File: config.mk
export PLATFORM = sky130hd
export DESIGN_NAME = node_status_led_driver
export DESIGN_NICKNAME = d
export VERILOG_FILES = /design/src/design/node_led_pkg.sv /design/src/design/node_status_led_driver.sv
export VERILOG_INCLUDE_DIRS = /design/src /design/src/design
export SDC_FILE = /design/constraint.sdc
export NUM_CORES = 1
export LEC_CHECK = 0
export ABC_CLOCK_PERIOD_IN_PS = 6400
export BUFFER_PORTS_ARGS = -buffer_cell sky130_fd_sc_hd__buf_4
export CORE_MARGIN = 5
export CORE_UTILIZATION = 30
export CTS_CLUSTER_DIAMETER = 30
export DETAILED_ROUTE_END_ITERATION = 8
export MAX_ROUTING_LAYER = met4
export SLEW_MARGIN = 0
export SYNTH_ARGS = -nofsm -noshare
export SYNTH_HDL_FRONTEND = slang
export SYNTH_SLANG_ARGS = --single-unit
File: constraint.sdc
create_clock -name i_sys_clk -period 6.4 [get_ports i_sys_clk]
set_input_delay 1.92 -clock i_sys_clk [delete_from_list [all_inputs] [get_ports i_sys_clk]]
set_output_delay 1.92 -clock i_sys_clk [all_outputs]
set_load 0.01 [all_outputs]
File: src/design/node_led_regs.svh
// Register offsets, field positions and timing counts of the status indicator block
`ifndef NODE_LED_REGS_SVH
`define NODE_LED_REGS_SVH

// Register word addresses (byte address = 4 * index)
`define REG_CTRL 4'h0
`define REG_STATUS 4'h1
`define REG_IRQ_STAT 4'h2
`define REG_IRQ_MASK 4'h3
`define REG_LEDS 4'h4
`define REG_SELECTOR 4'h5

// Control register fields
`define CTRL_NMT_LO 0
`define CTRL_NMT_HI 1
`define CTRL_INIT_OK 2
`define CTRL_INIT_FAIL 3
`define CTRL_BAUD_SEL 4
`define CTRL_ID_SEL 5
`define CTRL_RESYNC 6
`define CTRL_TIME_VALID 7
`define CTRL_WIDTH 8
`define CTRL_RESET 8'h00

// Interrupt status fields
`define IRQ_BUS_LOST 0
`define IRQ_BATT_FAIL 1
`define IRQ_TIME_RX 2
`define IRQ_WIDTH 3
`define IRQ_RESET 3'h0

// Selector field layout: low six bits node id, top two bits bit rate
`define SEL_ID_HI 5
`define SEL_RATE_LO 6
`define SEL_RATE_HI 7

// Blink timing
`define CLK_HZ 200000000
`define HALF_1HZ_MS 500
`define HALF_10HZ_MS 50
`define CYC_HALF_1HZ ((`CLK_HZ / 1000) * `HALF_1HZ_MS)
`define CYC_HALF_10HZ ((`CLK_HZ / 1000) * `HALF_10HZ_MS)

`endif

File: src/design/node_led_pkg.sv
// Types shared by the status indicator block
package node_led_pkg;

  typedef enum logic [1:0] {
    NMT_NONE = 2'h0,
    NMT_PREOP = 2'h1,
    NMT_OPER = 2'h3,
    NMT_STOPPED = 2'h2
  } nmt_state_e;

  typedef enum logic [1:0] {
    MODE_RUN = 2'h0,
    MODE_ID_SEL = 2'h1,
    MODE_BAUD_SEL = 2'h3,
    MODE_INIT_FAIL = 2'h2
  } panel_mode_e;

  typedef struct packed {
    logic supply_present_led;
    logic fault_led;
    logic ready_led;
    logic bus_active_led;
    logic cell_fault_led;
    logic clock_resync_led;
    logic time_received_led;
  } led_bank_s;

  typedef struct packed {
    logic bus_present;
    logic backplane_busy;
    logic cell_fault;
  } pin_in_s;

endpackage : node_led_pkg

File: src/design/node_status_led_driver.sv
// Front panel status indicator driver with Avalon-MM register slave
`timescale 1ns/100ps
`default_nettype none
`include "node_led_regs.svh"

module node_status_led_driver
  import node_led_pkg::*;
(
  // Clock and reset
  input wire logic i_sys_clk,
  input wire logic i_rstn,
  // Avalon-MM slave
  input wire logic [3:0] i_avs_address,
  input wire logic i_avs_read,
  input wire logic i_avs_write,
  input wire logic [31:0] i_avs_writedata,
  output logic [31:0] o_avs_readdata,
  output logic o_avs_waitrequest,
  // Status pins from outside the clock domain
  input wire logic i_bus_present,
  input wire logic i_backplane_busy,
  input wire logic i_cell_fault,
  input wire logic [7:0] i_selector,
  // Indicators and results
  output var led_bank_s o_leds,
  output logic [5:0] o_node_id,
  output logic [1:0] o_bit_rate,
  output logic o_irq
);

  localparam int unsigned HALF_1HZ = `CYC_HALF_1HZ;
  localparam int unsigned HALF_10HZ = `CYC_HALF_10HZ;

  // Three-stage pin synchronisers; a change counts once stages two and three agree
  pin_in_s pin_s1_q, pin_s2_q, pin_s3_q, pin_q;
  logic [7:0] sel_s1_q, sel_s2_q, sel_s3_q, sel_q;

  always_ff @(posedge i_sys_clk or negedge i_rstn) begin
    if (!i_rstn) begin
      pin_s1_q <= '0;
      pin_s2_q <= '0;
      pin_s3_q <= '0;
      pin_q <= '0;
      sel_s1_q <= 8'h00;
      sel_s2_q <= 8'h00;
      sel_s3_q <= 8'h00;
      sel_q <= 8'h00;
    end else begin
      pin_s1_q <= pin_in_s'{i_bus_present, i_backplane_busy, i_cell_fault};
      pin_s2_q <= pin_s1_q;
      pin_s3_q <= pin_s2_q;
      if (pin_s2_q == pin_s3_q) begin
        pin_q <= pin_s3_q;
      end
      sel_s1_q <= i_selector;
      sel_s2_q <= sel_s1_q;
      sel_s3_q <= sel_s2_q;
      if (sel_s2_q == sel_s3_q) begin
        sel_q <= sel_s3_q;
      end
    end
  end

  // Node id and bit rate both come from the selector switch
  // selector decode
  assign o_node_id = sel_q[`SEL_ID_HI:0];
  assign o_bit_rate = sel_q[`SEL_RATE_HI:`SEL_RATE_LO];

  // Blink generators: phase toggles every half period
  logic [27:0] cnt_1hz_q, cnt_10hz_q;
  logic blink_1hz_q, blink_10hz_q;

  always_ff @(posedge i_sys_clk or negedge i_rstn) begin
    if (!i_rstn) begin
      cnt_1hz_q <= 28'h0;
      blink_1hz_q <= 1'b0;
    end else if (cnt_1hz_q == 28'(HALF_1HZ - 1)) begin
      cnt_1hz_q <= 28'h0;
      blink_1hz_q <= ~blink_1hz_q;
    end else begin
      cnt_1hz_q <= cnt_1hz_q + 28'h1;
    end
  end

  always_ff @(posedge i_sys_clk or negedge i_rstn) begin
    if (!i_rstn) begin
      cnt_10hz_q <= 28'h0;
      blink_10hz_q <= 1'b0;
    end else if (cnt_10hz_q == 28'(HALF_10HZ - 1)) begin
      cnt_10hz_q <= 28'h0;
      blink_10hz_q <= ~blink_10hz_q;
    end else begin
      cnt_10hz_q <= cnt_10hz_q + 28'h1;
    end
  end

  // Control register written by firmware
  logic [`CTRL_WIDTH-1:0] ctrl_q;
  logic [`IRQ_WIDTH-1:0] irq_stat_q, irq_mask_q;
  logic wr_ctrl, wr_stat, wr_mask;

  assign wr_ctrl = i_avs_write && (i_avs_address == `REG_CTRL);
  assign wr_stat = i_avs_write && (i_avs_address == `REG_IRQ_STAT);
  assign wr_mask = i_avs_write && (i_avs_address == `REG_IRQ_MASK);

  always_ff @(posedge i_sys_clk or negedge i_rstn) begin
    if (!i_rstn) begin
      ctrl_q <= `CTRL_RESET;
    end else if (wr_ctrl) begin
      ctrl_q <= i_avs_writedata[`CTRL_WIDTH-1:0];
    end
  end

  always_ff @(posedge i_sys_clk or negedge i_rstn) begin
    if (!i_rstn) begin
      irq_mask_q <= `IRQ_RESET;
    end else if (wr_mask) begin
      irq_mask_q <= i_avs_writedata[`IRQ_WIDTH-1:0];
    end
  end

  nmt_state_e nmt;
  panel_mode_e mode;
  assign nmt = nmt_state_e'(ctrl_q[`CTRL_NMT_HI:`CTRL_NMT_LO]);

  // Init failure outranks the selection modes, bit-rate select outranks id select
  always_comb begin
    if (ctrl_q[`CTRL_INIT_FAIL]) begin
      mode = MODE_INIT_FAIL;
    end else if (ctrl_q[`CTRL_BAUD_SEL]) begin
      mode = MODE_BAUD_SEL;
    end else if (ctrl_q[`CTRL_ID_SEL]) begin
      mode = MODE_ID_SEL;
    end else begin
      mode = MODE_RUN;
    end
  end

  // Indicator pattern
  led_bank_s leds_d;

  always_comb begin
    leds_d = '0;
    leds_d.supply_present_led = 1'b1;
    leds_d.cell_fault_led = pin_q.cell_fault;
    leds_d.clock_resync_led = ctrl_q[`CTRL_RESYNC];
    leds_d.time_received_led = ctrl_q[`CTRL_TIME_VALID];
    unique case (mode)
      MODE_INIT_FAIL: begin
        leds_d.fault_led = 1'b1;
        leds_d.ready_led = 1'b1;
        leds_d.bus_active_led = 1'b1;
      end
      MODE_BAUD_SEL: begin
        leds_d.fault_led = blink_1hz_q;
        leds_d.ready_led = blink_1hz_q;
        leds_d.bus_active_led = blink_1hz_q;
      end
      MODE_ID_SEL: begin
        leds_d.ready_led = blink_1hz_q;
      end
      MODE_RUN: begin
        leds_d.fault_led = !pin_q.bus_present && blink_10hz_q;
        if (pin_q.backplane_busy) begin
          leds_d.ready_led = 1'b1;
        end else if (ctrl_q[`CTRL_INIT_OK]) begin
          leds_d.ready_led = blink_1hz_q;
        end
        unique case (nmt)
          NMT_OPER: leds_d.bus_active_led = 1'b1;
          NMT_PREOP: leds_d.bus_active_led = blink_1hz_q;
          NMT_STOPPED: leds_d.bus_active_led = blink_10hz_q;
          NMT_NONE: leds_d.bus_active_led = 1'b0;
        endcase
      end
    endcase
  end

  always_ff @(posedge i_sys_clk or negedge i_rstn) begin
    if (!i_rstn) begin
      o_leds <= '0;
    end else begin
      o_leds <= leds_d;
    end
  end

  // Sticky events: bus lost, battery fault rising, time valid rising
  logic bus_prev_q, cell_prev_q, time_prev_q;
  logic [`IRQ_WIDTH-1:0] ev;

  always_ff @(posedge i_sys_clk or negedge i_rstn) begin
    if (!i_rstn) begin
      bus_prev_q <= 1'b0;
      cell_prev_q <= 1'b0;
      time_prev_q <= 1'b0;
    end else begin
      bus_prev_q <= pin_q.bus_present;
      cell_prev_q <= pin_q.cell_fault;
      time_prev_q <= ctrl_q[`CTRL_TIME_VALID];
    end
  end

  always_comb begin
    ev = '0;
    ev[`IRQ_BUS_LOST] = bus_prev_q && !pin_q.bus_present;
    ev[`IRQ_BATT_FAIL] = !cell_prev_q && pin_q.cell_fault;
    ev[`IRQ_TIME_RX] = !time_prev_q && ctrl_q[`CTRL_TIME_VALID];
  end

  // Set wins over a write-one clear in the same cycle
  always_ff @(posedge i_sys_clk or negedge i_rstn) begin
    if (!i_rstn) begin
      irq_stat_q <= `IRQ_RESET;
    end else begin
      irq_stat_q <= (irq_stat_q & ~(wr_stat ? i_avs_writedata[`IRQ_WIDTH-1:0] : '0)) | ev;
    end
  end

  assign o_irq = |(irq_stat_q & irq_mask_q);

  // Read word selected by the address
  logic [31:0] rd_word;

  always_comb begin
    rd_word = 32'h0;
    unique case (i_avs_address)
      `REG_CTRL: rd_word[`CTRL_WIDTH-1:0] = ctrl_q;
      `REG_STATUS: rd_word[$bits(pin_in_s)-1:0] = pin_q;
      `REG_IRQ_STAT: rd_word[`IRQ_WIDTH-1:0] = irq_stat_q;
      `REG_IRQ_MASK: rd_word[`IRQ_WIDTH-1:0] = irq_mask_q;
      `REG_LEDS: rd_word[$bits(led_bank_s)-1:0] = o_leds;
      `REG_SELECTOR: rd_word[$bits(sel_q)-1:0] = sel_q;
      default: rd_word = 32'h0;
    endcase
  end

  // Read data comes from a flip-flop, so a read waits one cycle for its capture
  logic rd_done_q;

  always_ff @(posedge i_sys_clk or negedge i_rstn) begin
    if (!i_rstn) begin
      rd_done_q <= 1'b0;
      o_avs_readdata <= 32'h0;
    end else begin
      rd_done_q <= i_avs_read && !rd_done_q;
      if (i_avs_read && !rd_done_q) begin
        o_avs_readdata <= rd_word;
      end
    end
  end

  // Writes never wait
  assign o_avs_waitrequest = i_avs_read && !rd_done_q;
endmodule : node_status_led_driver
`default_nettype wire

==> results by stage <==
Synthesis:
- In the synthesized netlist the async set-or-reset flop fraction comes to 1.00.
- The cell taking the most area after synthesis is dfrtp_1.
- The post-synthesis instance total is 501.
- Of the total synthesized cell area, the portion taken by full adders, half adders and majority gates is 0.00438.
- After synthesis the cells add up to 0.00571 mm2.
- Of the post-synthesis cell area, the dominant cell type holds 0.583.
- The number of warnings printed during yosys synthesis is 0.
- The share of cell area taken by muxes after synthesis is 0.0616.
- Of the total synthesized cell area, the portion taken by AND, OR, NAND and NOR gates is 0.162.
- By area the synthesized netlist is led by dfrtp_1 58%, xnor2_1 4.6%, mux2_2 4.5%, xor2_1 3.7%, buf_4 3.4%.
- The parity-gate share of the synthesized area counting xor and xnor cells is 0.0828.
- In this run, distinct cell masters in the synthesized netlist total 46.
- After synthesis, the largest family of logic cells by area is simple AND/OR/NAND/NOR gates.
- The most used flip-flop cell after synthesis is dfrtp_1.
- For this run, the register share of the synthesized area comes to 0.583.
- Each instance of the synthesized netlist takes up on average 11.4 um2.
- The compound-cell area share of the yosys netlist was 0.0581.
- After synthesis the netlist holds a flip-flop and latch count of between 100 and 150.
- The number of flops mapped to enable cells by yosys is 0.

Worst setup path:
- STA classifies the critical path startpoint as an input pin.
- The category of the most critical setup path is input pin to primary output.
- The maximum fanout encountered on the critical timing path is 12.
- STA classifies the critical path endpoint as a primary output.
- The depth of the worst register-to-register path is 6.
- The critical path arrival is 2.63 ns.
- The origin of the critical flop-to-flop path is cnt_1hz_q[0].
- The delay of the slowest cell on the worst path is 0.31 ns.
- The worst register-to-register path ends at cnt_1hz_q[26].
- The most numerous cell on the critical path is buf_4.
- Among all stages on the critical path, the largest delay is contributed by nand2b_1.
- The slack of the worst reg-to-reg path is 4.05 ns.
- Traced cell by cell, the critical path runs through buf_4 > nand2b_1 > inv_1 > buf_4.
- Data on the critical path is required at its endpoint by 4.48 ns.

Placement:
- The last weighted congestion value of the routability-driven placer is 0.833.
- Before CTS, the worst setup slack after placement is 1.85 ns.
- The half-perimeter wire length after detailed placement is ~8200 um.
- The number of I/O port buffers is 51.

Drt:
- The post-route met1 wirelength is 5130 um.
- After detailed routing, the average wire length per cell comes to 14.3 um.
- The remaining antenna violation count is 0.
- The via density per instance is about 4.8.
- The routed design has about 12,000 um of wire.
- The highest layer touched by signal routing is met4.
- The detailed-routed wire length on met3 is 491 um.
- The routed design uses 5700 um of met2 wire.
- The number of iterations in the first detailed-routing pass is 4.
- The initial DRC count is between 150 and 200.
- The via count is between 3,000 and 4,000.
- In the routed design, unresolved DRC markers number 0.

STA:
- The highest clock rate is 0.220 GHz.
- Dividing the final minimum period by the clock period gives 0.711.
- The final count of hold timing violations is 0.
- The clock arrives with 0.0114 ns of skew.
- The worst relative slew slack is 0.308.
- For the pin with the worst max-slew slack, the measured transition is 1.04 ns.
- The worst path needs 4.55 ns of the cycle, external delays included.
- The final worst slack is approximately 1.8 ns.
- The final-layout setup total negative slack is 0 ns.
- Setup repair after global routing left no endpoint under its margin.
- The number of max-slew violations in the final report was 0.
- The number of setup violations in the final report is 0.

Floorplan:
- The die area is 0.0219 mm2.
- The die is 148 um tall.
- The core region is about 0.019 mm2.
- The starting density of the core is 0.305.
- The I/O pin total is 100.
- The horizontal die dimension is around 150 um.
- The initialized floorplan defines 50 standard-cell rows.

Power:
- For this design the ratio of total power to cell area is 313 mW/mm2.
- VDD sags by at most approximately 0.18 mV.
- The analysis attributes to cell leakage a power of 3.14 nW.

Hold path:
- The tightest min-delay check is of the flip-flop to flip-flop type.
- The path with the worst hold slack has its endpoint at sel_s2_q[2].
- The worst hold path begins at sel_s1_q[2].
- The worst hold path depth is 0.

Layout:
- At the end of the flow the core is filled with cells to 0.369.
- The most common cell after layout, fill and taps aside is dfrtp_1.
- 0 antenna diodes ended up in the layout.
- In the layout the commonest cells are 133 x dfrtp_1, 52 x buf_4, 46 x nor2_1.
- Relative to the synthesized area, the layout overhead comes to 20.7%.
- The post-layout net count is 612.
- In the final layout, the share of cells above drive strength 1 is 0.203.
- The filler cell count is around 1,800.

Global routing:
- The number of global-route vias before repair came to approximately 4,000.
- Across every metal layer, demand over resource in global routing totals 0.113.
- The pin count of the biggest net entering global routing is between 80 and 90.
- The initial antenna violation count is 0.
- The total congestion overflow after global routing is 0.
- The wire length of the first global-routing pass is a little under 20,000 um.

CTS:
- The clock buffer count from CTS is 17.
- For this design, the CTS-stage hold fixing added 0 buffers.
- The longest clock path from root to sink contains 2 buffers.
- For the worst-skew pair, the clock arrives at the later sink with an insertion delay of 0.42 ns.
- TritonCTS built the clock tree.
- The register clock-pin slew on the reported worst setup and hold paths is 0.06 ns.
- In this run the number of H-tree levels came out at 4.
- The cell sitting at the root of the clock tree is a clkbuf_16.
- The number of instances resized during post-cts repair is 0.
- Clock tree synthesis found a total of 133 sinks.
- Once the clock tree was built, the setup fixing pass inserted 0 buffers.

Flow run:
- The count of maximum capacitance violations is 0.

Status:
- The flow ran to the end, and the final reports show no timing, DRC or antenna violations.
-- how the worst max path moves through the flow --
stage	from	end	slack (ns)	cells after the start
finish	i_avs_read	o_avs_waitrequest	1.85	4
floorplan	i_avs_read	o_avs_waitrequest	2.08	3
detailed placement	i_avs_read	o_avs_waitrequest	1.85	4
CTS	i_avs_read	o_avs_waitrequest	1.85	4
global route	i_avs_read	o_avs_waitrequest	1.78	4
global placement	i_avs_read	o_avs_waitrequest	1.87	4
-- layer usage --
| metal | global-route usage | up-vias |
|---|---|---|
| met3 | 0.0303 | 18 |
| li1 | - | 1816 |
| met1 | 0.137 | 1924 |
| met2 | 0.180 | 85 |
| met4 | 0.0467 | 0 |
| met5 | - | - |
-- through the flow --
stage	cells	total power [mW]	instance area (um2)	hold slack, ns
final	806	2.16	6900	0.345
after floorplan	524	1.05	5800	0.331
after global placement	774	1.14	6250	0.336
after detailed placement	774	1.14	6250	0.335
after global routing	806	2.24	6900	0.351
after CTS	806	2.18	6900	0.350
-- flip-flops by register name (all words and copies together), names as in the netlist, 8 cells and up --
| name | count |
|---|---|
| sel_s2_q | 8 |
| cnt_10hz_q | 28 |
| ctrl_q | 8 |
| sel_s3_q | 8 |
| cnt_1hz_q | 28 |
| sel_q | 8 |
| o_avs_readdata | 8 |
| sel_s1_q | 8 |
-- cells in the mapped netlist, drive strengths merged (3+ instances only) --
master / instances
a21oi: 6
a22o: 9
a31oi: 6
and3: 7
and4: 6
buf: 27
clkbuf: 9
dfrtp: 133
inv: 10
mux2: 23
mux2i: 7
nand2: 43
nand3: 35
nand4: 16
nor2: 46
nor3: 6
nor4: 11
o21ai: 17
or3: 3
or4: 3
xnor2: 30
xor2: 24
-- worst max-delay path, delay by kind of cell --
family | cells | cell delay, ns
AND/OR/NAND/NOR | 1 | 0.31
buffers and inverters | 3 | 0.41
-- cell type report --
| cell class | count | area (um2) | area share |
|---|---|---|---|
| inverter | 10 | 37.5 | 0.00544 |
| sequential | 133 | 3330 | 0.483 |
| timing repair buffer | 52 | 390 | 0.0566 |
| clock buffer | 23 | 508 | 0.0737 |
| tap | 234 | 293 | 0.0425 |
| multi-input combinational | 345 | 2200 | 0.319 |
| clock inverter | 9 | 140 | 0.0203 |
-- kinds of logic (layout without fill, tap and decap cells) --
kind of cell | after synthesis | count (layout)
fa+ha+maj | 2 | 2
simple gates | 183 | 183
flops | 133 | 133
mux | 31 | 31
other cells | 2 | 25
compound gates | 50 | 50
buf+inv | 46 | 94
xor+xnor | 54 | 54
-- power breakdown --
part | switching [mW] | total (mW) | internal [mW]
combinational | 0.0861 | 0.175 | 0.0886
sequential | 0.0499 | 0.950 | 0.900
clock | 0.354 | 1.03 | 0.678
total | 0.490 | 2.16 | 1.67
No activity file was read; power rests on OpenSTA's default activity.
